===== src/inc/i2c_ack_pkg.sv =====
// constants and types shared by the i2c target acknowledge logic
// assumes a system clock much faster than scl (10 MHz against <= 1.25 MHz scl)
package i2c_ack_pkg;

    // ------------------------------------------------------------
    // byte framing
    // ------------------------------------------------------------
    localparam logic [3:0] BYTE_BITS = 4'h8;
    localparam logic [3:0] CNT_RST   = 4'h0;
    localparam logic [7:0] BYTE_RST  = 8'h00;

    // ------------------------------------------------------------
    // line levels
    // ------------------------------------------------------------
    localparam logic LINE_IDLE = 1'b1;
    localparam logic SDA_LOW   = 1'b0;

    // ------------------------------------------------------------
    // protocol states
    // ------------------------------------------------------------
    typedef enum logic [2:0] {
        st_idle,
        st_arm,
        st_data,
        st_ack,
        st_done
    } state_t;

endpackage


===== src/design/line_sync.sv =====
// two-flop synchroniser for a vector of asynchronous line inputs
// assumes each bit is an independent level; no bus coherence is implied
`timescale 1ns/1ps
module line_sync #(
    parameter int unsigned WIDTH   = 2,
    parameter logic        RST_VAL = 1'b1
) (
    input  wire logic             clk,
    input  wire logic             rst_n,
    input  wire logic [WIDTH-1:0] async_in,
    output logic      [WIDTH-1:0] sync_out
);

    logic [WIDTH-1:0] meta;

    // ------------------------------------------------------------
    // first stage feeds only the second stage
    // ------------------------------------------------------------
    always_ff @(posedge clk or negedge rst_n) begin
        if (!rst_n) begin
            meta     <= {WIDTH{RST_VAL}};
            sync_out <= {WIDTH{RST_VAL}};
        end else begin
            meta     <= async_in;
            sync_out <= meta;
        end
    end

endmodule


===== src/design/i2c_target_ack.sv =====
// i2c target byte engine with acknowledge handling, both directions
// assumes scl/sda pins arrive asynchronously; address matching is done upstream
`timescale 1ns/1ps

module i2c_target_ack
    import i2c_ack_pkg::*;
(
    input  wire logic       clk,
    input  wire logic       rst_n,
    input  wire logic       scl_in,
    input  wire logic       sda_in,
    output logic            sda_out,
    output logic            sda_oe,
    input  wire logic       tx_mode,
    input  wire logic       ack_enable,
    input  wire logic [7:0] tx_byte,
    output logic [7:0]      rx_byte,
    output logic            rx_valid,
    output logic            tx_next,
    output logic            master_nack,
    output logic            start_seen,
    output logic            stop_seen,
    output logic            bus_busy
);

    // ------------------------------------------------------------
    // pin synchronisation and bus events
    // ------------------------------------------------------------
    logic scl_s;
    logic sda_s;
    logic scl_q;
    logic sda_q;

    line_sync #(.WIDTH(2), .RST_VAL(LINE_IDLE)) u_sync (
        .clk      (clk),
        .rst_n    (rst_n),
        .async_in ({scl_in, sda_in}),
        .sync_out ({scl_s, sda_s})
    );

    logic scl_rise;
    logic scl_fall;
    logic start_det;
    logic stop_det;

    assign scl_rise  = scl_s & ~scl_q;
    assign scl_fall  = ~scl_s & scl_q;
    assign start_det = scl_s & scl_q & sda_q & ~sda_s;
    assign stop_det  = scl_s & scl_q & ~sda_q & sda_s;

    // ------------------------------------------------------------
    // protocol state
    // ------------------------------------------------------------
    state_t     state;
    state_t     next_state;
    logic [3:0] bit_cnt;
    logic [3:0] next_bit_cnt;
    logic [7:0] rx_shift;
    logic [7:0] next_rx_shift;
    logic [7:0] tx_shift;
    logic [7:0] next_tx_shift;
    logic       tx_role;
    logic       next_tx_role;
    logic       acked;
    logic       next_acked;
    logic       next_sda_oe;
    logic [7:0] next_rx_byte;
    logic       next_rx_valid;
    logic       next_tx_next;
    logic       next_master_nack;
    logic       next_start_seen;
    logic       next_stop_seen;
    logic       next_bus_busy;
    logic [3:0] tx_idx;

    always_comb begin
        tx_idx           = BYTE_BITS - 4'h1 - bit_cnt;
        next_state       = state;
        next_bit_cnt     = bit_cnt;
        next_rx_shift    = rx_shift;
        next_tx_shift    = tx_shift;
        next_tx_role     = tx_role;
        next_acked       = acked;
        next_sda_oe      = sda_oe;
        next_rx_byte     = rx_byte;
        next_rx_valid    = 1'b0;
        next_tx_next     = 1'b0;
        next_master_nack = 1'b0;
        next_start_seen  = 1'b0;
        next_stop_seen   = 1'b0;
        // drive changes happen only on scl falling edges
        unique case (state)
            st_idle: begin
                next_sda_oe = 1'b0;
            end
            st_arm: begin
                if (scl_fall) begin
                    next_state    = st_data;
                    next_bit_cnt  = CNT_RST;
                    next_tx_role  = tx_mode;
                    next_tx_shift = tx_byte;
                    next_sda_oe   = tx_mode & ~tx_byte[7];
                end
            end
            st_data: begin
                if (scl_rise) begin
                    next_rx_shift = {rx_shift[6:0], sda_s};
                    next_bit_cnt  = bit_cnt + 4'h1;
                end else if (scl_fall) begin
                    if (bit_cnt == BYTE_BITS) begin
                        next_state = st_ack;
                        if (tx_role) begin
                            next_sda_oe = 1'b0;
                        end else begin
                            next_sda_oe   = ack_enable;
                            next_rx_byte  = rx_shift;
                            next_rx_valid = 1'b1;
                        end
                    end else if (tx_role) begin
                        next_sda_oe = ~tx_shift[tx_idx[2:0]];
                    end
                end
            end
            st_ack: begin
                if (scl_rise) begin
                    next_acked = ~sda_s;
                end else if (scl_fall) begin
                    next_bit_cnt = CNT_RST;
                    if (tx_role && acked) begin
                        next_state    = st_data;
                        next_tx_shift = tx_byte;
                        next_sda_oe   = ~tx_byte[7];
                        next_tx_next  = 1'b1;
                    end else if (tx_role) begin
                        next_state       = st_done;
                        next_sda_oe      = 1'b0;
                        next_master_nack = 1'b1;
                    end else begin
                        next_state  = st_data;
                        next_sda_oe = 1'b0;
                    end
                end
            end
            st_done: begin
                next_sda_oe = 1'b0;
            end
        endcase
        // bus conditions override any byte in progress
        if (stop_det) begin
            next_state     = st_idle;
            next_sda_oe    = 1'b0;
            next_stop_seen = 1'b1;
        end else if (start_det) begin
            next_state      = st_arm;
            next_sda_oe     = 1'b0;
            next_start_seen = 1'b1;
        end
        next_bus_busy = (next_state != st_idle);
    end

    always_ff @(posedge clk or negedge rst_n) begin
        if (!rst_n) begin
            scl_q       <= LINE_IDLE;
            sda_q       <= LINE_IDLE;
            state       <= st_idle;
            bit_cnt     <= CNT_RST;
            rx_shift    <= BYTE_RST;
            tx_shift    <= BYTE_RST;
            tx_role     <= 1'b0;
            acked       <= 1'b0;
            sda_oe      <= 1'b0;
            sda_out     <= SDA_LOW;
            rx_byte     <= BYTE_RST;
            rx_valid    <= 1'b0;
            tx_next     <= 1'b0;
            master_nack <= 1'b0;
            start_seen  <= 1'b0;
            stop_seen   <= 1'b0;
            bus_busy    <= 1'b0;
        end else begin
            scl_q       <= scl_s;
            sda_q       <= sda_s;
            state       <= next_state;
            bit_cnt     <= next_bit_cnt;
            rx_shift    <= next_rx_shift;
            tx_shift    <= next_tx_shift;
            tx_role     <= next_tx_role;
            acked       <= next_acked;
            sda_oe      <= next_sda_oe;
            sda_out     <= SDA_LOW;   // open drain: only ever pulls low
            rx_byte     <= next_rx_byte;
            rx_valid    <= next_rx_valid;
            tx_next     <= next_tx_next;
            master_nack <= next_master_nack;
            start_seen  <= next_start_seen;
            stop_seen   <= next_stop_seen;
            bus_busy    <= next_bus_busy;
        end
    end
endmodule


===== config.mk =====
export PLATFORM = sky130hd
export DESIGN_NAME = i2c_target_ack
export DESIGN_NICKNAME = d
export VERILOG_FILES = /design/src/inc/i2c_ack_pkg.sv /design/src/design/line_sync.sv /design/src/design/i2c_target_ack.sv
export SDC_FILE = /design/constraint.sdc
export NUM_CORES = 1
export LEC_CHECK = 0
export ABC_AREA = 1
export BUFFER_PORTS_ARGS = -buffer_cell sky130_fd_sc_hd__buf_2
export CAP_MARGIN = 20
export CORE_ASPECT_RATIO = 1.2
export CORE_UTILIZATION = 30
export CTS_BUF_LIST = sky130_fd_sc_hd__clkbuf_8 sky130_fd_sc_hd__clkbuf_16
export DETAILED_ROUTE_END_ITERATION = 8
export GPL_TIMING_DRIVEN = 0
export MAX_ROUTING_LAYER = met4
export SYNTH_ARGS = -nofsm -noshare
export SYNTH_HDL_FRONTEND = slang
export SYNTH_SLANG_ARGS = --single-unit

===== constraint.sdc =====
create_clock -name clk -period 2.1 [get_ports clk]
set_clock_uncertainty 0.2 [all_clocks]
set_input_delay 0.21 -clock clk [delete_from_list [all_inputs] [get_ports clk]]
set_output_delay 0.21 -clock clk [all_outputs]
set_load 0.03 [all_outputs]

# == Word level (Yosys, flattened, before mapping) ==
# Index checks and enable logic that the tools add are counted.
# totals
wordCells,117
inputBits,14
ff_bits,46
out_inout_bits,16
# classes
muxes,51
reduce_logical,13
bitwise_logic,16
n_eq_ne,16
n_lt_le_gt_ge,1
addsub,2
# ops
cell,count
8-bit 2-to-1 mux,4
3-bit 2-to-1 mux,10
1-bit 2-to-1 mux,29
"4-bit != test, second input constant",5
8-bit one-hot mux with 2 select lines,1
4-bit 2-to-1 mux,3
4-bit one-hot mux with 3 select lines,1
"2-bit != test, second input constant",5
5-bit AND reduction,2
3-bit one-hot mux with 3 select lines,1
1-bit AND,8
1-bit NOT,8
"3-bit by 2-bit equality test with 1-bit output, second input constant",2
2-bit AND reduction,3
6-bit AND reduction,1
3-bit nonzero test,2
"5-bit != test, second input constant",1
"4-bit by 1-bit adder with 4-bit output, second input constant",1
"4-bit equality test, second input constant",1
"3-bit by 4-bit < comparator with 1-bit output, second input constant",1
1-bit one-hot mux with 4 select lines,1
1-bit binary-select mux with 3-bit select,1
"3-bit by 1-bit equality test with 1-bit output, second input constant",1
"3-bit equality test, second input constant",1
other kinds (6),6

# == Depth between registers and ports, before layout ==
# logic_depth
depth_word,11
mapped_depth,11
depth_no_buf,10

# == By module ==
# A second synthesis with hierarchy kept.
# hier_totals
hier_cells,222
area_unflattened_um2,2052.0
# modules_own_cells
mod,seq_area_each_um2,area_per_inst_um2,n_inst,cells_per_inst
i2c_target_ack,1053.5,1946.9,1,218
line_sync,105.1,105.1,1,4

# == Worst setup path before layout ==
# OpenSTA, ideal clock, no wires.
# synth_timing
kind,reg-to-reg
start,register bit_cnt[0]
end,register rx_byte[1]
arrival_time_ns,1.545
n_path_buf,2
setup_time_ns,0.119
synth_period_minus_slack_ns,1.864
setup_slack_ns,0.236
t_required_ns,1.781
stages_incl_launch_ff,10
path_cell_list,dfrtp_1 clkbuf_2 inv_1 ha_1 nand2_1 nor2_1 nand4_4 buf_6 nand2_1 o21ai_2
# synth_between
elab_chain_len,2
# synth_lines
item,line,rtl
start: declaration,i2c_target_ack.sv:56,logic [3:0] bit_cnt;
start signal: assignment,i2c_target_ack.sv:184,bit_cnt <= next_bit_cnt;
4-bit equality test,i2c_target_ack.sv:110,if (bit_cnt == BYTE_BITS) begin
5-bit AND reduction (no source line),-,
end signal: assignment,i2c_target_ack.sv:191,rx_byte <= next_rx_byte;
end: declaration,i2c_target_ack.sv:17,"output logic [7:0] rx_byte,"
# Every way passes these cells.
# A chain may end at the register's enable or synchronous reset.

# == Worst setup path after layout ==
# Ends and elaborated chain as after synthesis.

==> flow_summary.rst <==
.. list-table::
   :header-rows: 1

   * - Metric
     - Value
   * - Met3 usage in global routing
     - 2.05%
   * - Net switching component of the power
     - 0.750 mW
   * - Power share of the clock group
     - 23.5%
   * - Area occupied by multi-input gates
     - 766 um2
   * - Pin count of the biggest net entering global routing
     - between 40 and 50
   * - DIE WIDTH
     - 78.0 um
   * - Starting density of the core
     - a little under a third
   * - Highest clock frequency the design can meet
     - approximately 0.53 GHz
   * - Syn Inst Count
     - 226
   * - TritonCTS clock tree
     - yes
   * - Die area
     - a little over 7000 um2
   * - Yosys warning count
     - 0
   * - Top Family by Delay on Critical Path
     - simple AND/OR/NAND/NOR gates
   * - Sequential cell fraction of total power
     - between 50% and 60%
   * - Number of antenna violations at the first check in global routing
     - 0
   * - Global-route wire length before repair
     - 7220 um
   * - Hold slack
     - 0.159 ns
   * - Required time at the worst-slack endpoint
     - 2.10 ns
   * - Part of the power in combinational logic
     - 24.3%
   * - RSZ-0062 raised after global routing
     - no
   * - Total of fill cells in the finished design
     - 696
   * - Die Height
     - just over 90 um
   * - Initial detailed-routing violation count
     - between 90 and 100
   * - Startpoint types
     - register
   * - Relative slew slack
     - 34.2%
   * - Largest incremental delay on the critical path
     - 0.39 ns
   * - Post-synthesis to final-layout area growth
     - 22.1%
   * - Gp weighted congestion
     - 0.826
   * - Cell-internal power
     - about 1.5 mW
   * - Leakage
     - approximately 1.3 nW
   * - Data arrival time at the worst-slack endpoint
     - about 1.9 ns
   * - Grt met2 use
     - 20.4%
   * - Post-route antenna net violation count
     - 0
   * - IO Pins
     - 30
   * - Critical path buffers and inverters
     - 3
   * - Actual slew at the worst max-slew pin
     - slightly below 1 ns
   * - List of cells traversed by the critical path
     - clkbuf_2 -> inv_2 -> ha_1 -> nand2_1 -> nor2_4 -> nand4_4 -> buf_6 -> nand2_1 -> o21ai_2
   * - Global-route usage over all layers
     - 13.0%
   * - Number of clock sinks
     - 46
   * - Hold Path Class
     - reg -> reg
   * - Main area contributors after synthesis
     - sky130_fd_sc_hd__dfrtp_1 (48%), sky130_fd_sc_hd__nand2_1 (11%), sky130_fd_sc_hd__dfstp_2 (7.6%)
   * - Largest buffer count on any clock path
     - 2
   * - Busiest metal layer after global routing
     - met2
   * - Number of enable-type register cells in the synthesized netlist
     - 0
   * - Footprint of the flip-flops and latches
     - 1160 um2
   * - Routed length per instance
     - around 11 um
   * - Detailed Routing Iterations Pass 1
     - 4
   * - Placed cell count
     - approximately 340
   * - Worst Setup End Kind
     - register
   * - Port bufs
     - 28
   * - Postcts setup bufs
     - 0
   * - Switching share of power
     - 33.5%
   * - Number of nets in the finished design
     - just under 300
   * - CP Max Fanout
     - 10
   * - Latest clock arrival within the worst-skew pair
     - 0.30 ns
   * - Async SR Flop Fraction
     - 100%
   * - Hold Fails Final Rpt
     - 0
   * - Number of inserted diodes
     - 0
   * - Total routed wirelength
     - 3920 um
   * - Status
     - finished, final reports clean
   * - Total congestion overflow after global routing
     - 0
   * - Vias in the first global route
     - 1,574
   * - Most used cell, CP
     - sky130_fd_sc_hd__nand2_1
   * - Register bit total from synthesis
     - between 40 and 50
   * - Post-synthesis cell type with the largest combined area
     - sky130_fd_sc_hd__dfrtp_1
   * - Fraction of final layout cells with drive strength greater than 1
     - 25.2%
   * - Final HPWL from detailed placement
     - 2820 um
   * - Area of the core
     - around 6600 um2
   * - Vias post-DR
     - roughly 1.5k
   * - Min cycle time layout
     - 1.90 ns
   * - Synthesized cell area
     - 2080 um2
   * - Area share of the largest cell type after synthesis
     - 48.1%
   * - Most used standard cell by instance count after synthesis
     - sky130_fd_sc_hd__nand2_1
   * - Final instance count without filler cells
     - 359
   * - Clock-pin slew reported for the worst setup and hold paths after clock tree synthesis
     - about 0.08 ns
   * - Clock root buffer master
     - sky130_fd_sc_hd__clkbuf_8
   * - Path type of the worst setup path
     - reg -> reg
   * - Most instantiated flip-flop cell in the synthesis netlist
     - sky130_fd_sc_hd__dfrtp_1
   * - Site row count
     - 32
   * - List of most frequent post-synthesis cells
     - sky130_fd_sc_hd__nand2_1 (59), sky130_fd_sc_hd__dfrtp_1 (40), sky130_fd_sc_hd__inv_1 (32)
   * - Share of the clock period used by the worst path
     - between 90% and 100%
   * - Distinct cells, synth
     - 27
   * - Global routing usage on met1
     - about 16%
   * - Max-cap check violation count
     - 0
   * - Slowest library cell on the worst path
     - sky130_fd_sc_hd__dfrtp_1
   * - Total setup violations reported at the end of the flow
     - 0
   * - Share of the yosys chip area belonging to registers
     - 55.7%
   * - Max Transition Viols Final
     - 0
   * - Cell area power density
     - ~880 nW/um2
   * - Number of DRC violations after detailed routing
     - 0
   * - Post-Synthesis Mean Instance Area
     - 9.21 um2
   * - Synthesized net count
     - 242
   * - Vias per std cell
     - 4.31
   * - H-tree depth reported by CTS
     - 2
   * - IR Drop Worst-Case VDD
     - 0.000378 V
   * - CTS Buf Count
     - 5
## worst reg2reg max path, stage by stage (launching register included)
cell and delay [ns]:
sky130_fd_sc_hd__dfrtp_1 0.39, sky130_fd_sc_hd__clkbuf_2 0.17, sky130_fd_sc_hd__inv_2 0.11, sky130_fd_sc_hd__ha_1 0.18, sky130_fd_sc_hd__nand2_1 0.09, sky130_fd_sc_hd__nor2_4 0.16
sky130_fd_sc_hd__nand4_4 0.17, sky130_fd_sc_hd__buf_6 0.20, sky130_fd_sc_hd__nand2_1 0.07, sky130_fd_sc_hd__o21ai_2 0.05
## state kept, by name (all words and copies together), names as in the netlist, 2 cells and up
name,flops
rx_byte,8
rx_shift,8
tx_shift,8
bit_cnt,4
state,3
u_sync.meta,2
u_sync.sync_out,2
## area by class of cell
| type | count | area share (%) |
|---|---|---|
| Timing Repair Buffer | 40 | 10.2 |
| Multi-Input combinational cell | 142 | 30.1 |
| Clock inverter | 3 | 0.689 |
| Sequential cell | 46 | 45.6 |
| Buffer | 4 | 1.38 |
| Inverter | 34 | 5.07 |
| Tap cell | 85 | 4.19 |
| Clock buffer | 5 | 2.71 |
## worst paths after layout
kind,startpoint,endpoint,slack (ns),depth (start not counted)
max,bit_cnt[0]$_DFFE_PN0P_,rx_byte[1]$_DFFE_PN0P_,0.20,9
min,u_sync.meta[1]$_DFF_PN1_,u_sync.sync_out[1]$_DFF_PN1_,0.16,0
max reg2reg,bit_cnt[0]$_DFFE_PN0P_,rx_byte[1]$_DFFE_PN0P_,0.20,9
min reg2reg,u_sync.meta[1]$_DFF_PN1_,u_sync.sync_out[1]$_DFF_PN1_,0.16,0
max in group asynchronous,rst_n,tx_shift[3]$_DFFE_PN0P_,0.68,2
min in group asynchronous,rst_n,rx_byte[2]$_DFFE_PN0P_,0.41,2
## placed cells by master (no fill, tap or decap), types with 2 or more instances in the layout
cell,n
sky130_fd_sc_hd__nand2_1,59
sky130_fd_sc_hd__dlygate4sd3_1,12
sky130_fd_sc_hd__inv_1,32
sky130_fd_sc_hd__dfstp_2,6
sky130_fd_sc_hd__o21ai_2,8
sky130_fd_sc_hd__buf_2,28
sky130_fd_sc_hd__nand4_1,4
sky130_fd_sc_hd__ha_1,2
sky130_fd_sc_hd__nand3_1,24
sky130_fd_sc_hd__o21ai_0,15
sky130_fd_sc_hd__a21oi_1,4
sky130_fd_sc_hd__nor2_4,3
sky130_fd_sc_hd__clkbuf_8,5
sky130_fd_sc_hd__xor2_1,2
sky130_fd_sc_hd__nor2_1,8
sky130_fd_sc_hd__nand2_4,2
sky130_fd_sc_hd__nand3_4,2
sky130_fd_sc_hd__buf_6,2
sky130_fd_sc_hd__nand2_2,2
sky130_fd_sc_hd__clkinv_2,2
sky130_fd_sc_hd__dfrtp_1,40
sky130_fd_sc_hd__inv_2,2
sky130_fd_sc_hd__nor2_2,2
## through the flow
| step | power [mW] | TNS (ns) | worst slack (ns) | util (%) | instance area, um2 |
|---|---|---|---|---|---|
| final | 2.24 | 0 | 0.204 | 38.7 | 2540 |
| after global routing | 2.41 | 0 | 0.0528 | 38.7 | 2540 |
| after CTS | 2.27 | 0 | 0.0878 | 38.6 | 2540 |
| after detailed placement | 1.71 | -0.0200 | -0.0136 | 35.4 | 2330 |
| after global placement | 1.70 | 0 | 0.00545 | 35.4 | 2330 |
| after floorplan | 1.56 | 0 | 0.236 | - | 2080 |
## logic make-up (layout without fill, tap and decap cells)
group                    after synthesis  in the layout  synth area share [%]
XOR/XNOR                               2              2                 0.842
other                                  1              1                 0.180
adder cells (fa/ha/maj)                2              2                  1.20
AND/OR/NAND/NOR                      108            108                  25.6
AO/OA/AOI/OAI                         29             29                  8.66
flip-flops                            46             46                  55.7
buffers and inverters                 38             86                  7.88
## power groups by stage
stage	clock, mW	sequential [mW]	combinational (mW)
final	0.526	1.17	0.543
after global routing	0.584	1.19	0.632
after CTS	0.550	1.17	0.551
after detailed placement	0	1.18	0.532
after global placement	0	1.18	0.517
after floorplan	0	1.18	0.379
## repair_timing
| action | CTS | global route |
|---|---|---|
| endpoints found under the setup margin | 3 | 8 |
| endpoints found under the hold margin | 51 | 0 |
| gates resized for setup | 1 | 2 |
| hold buffers | 12 | 0 |
| pin swaps | 0 | 0 |
## layer usage
metal | part of all wire, % | vias to the layer above
met1 | 48 | 717
li1 | - | 806
met5 | 0 | -
met3 | 3.5 | 5
met2 | 47 | 21
met4 | 1.9 | 0
Power figures use the tool's default switching activity.
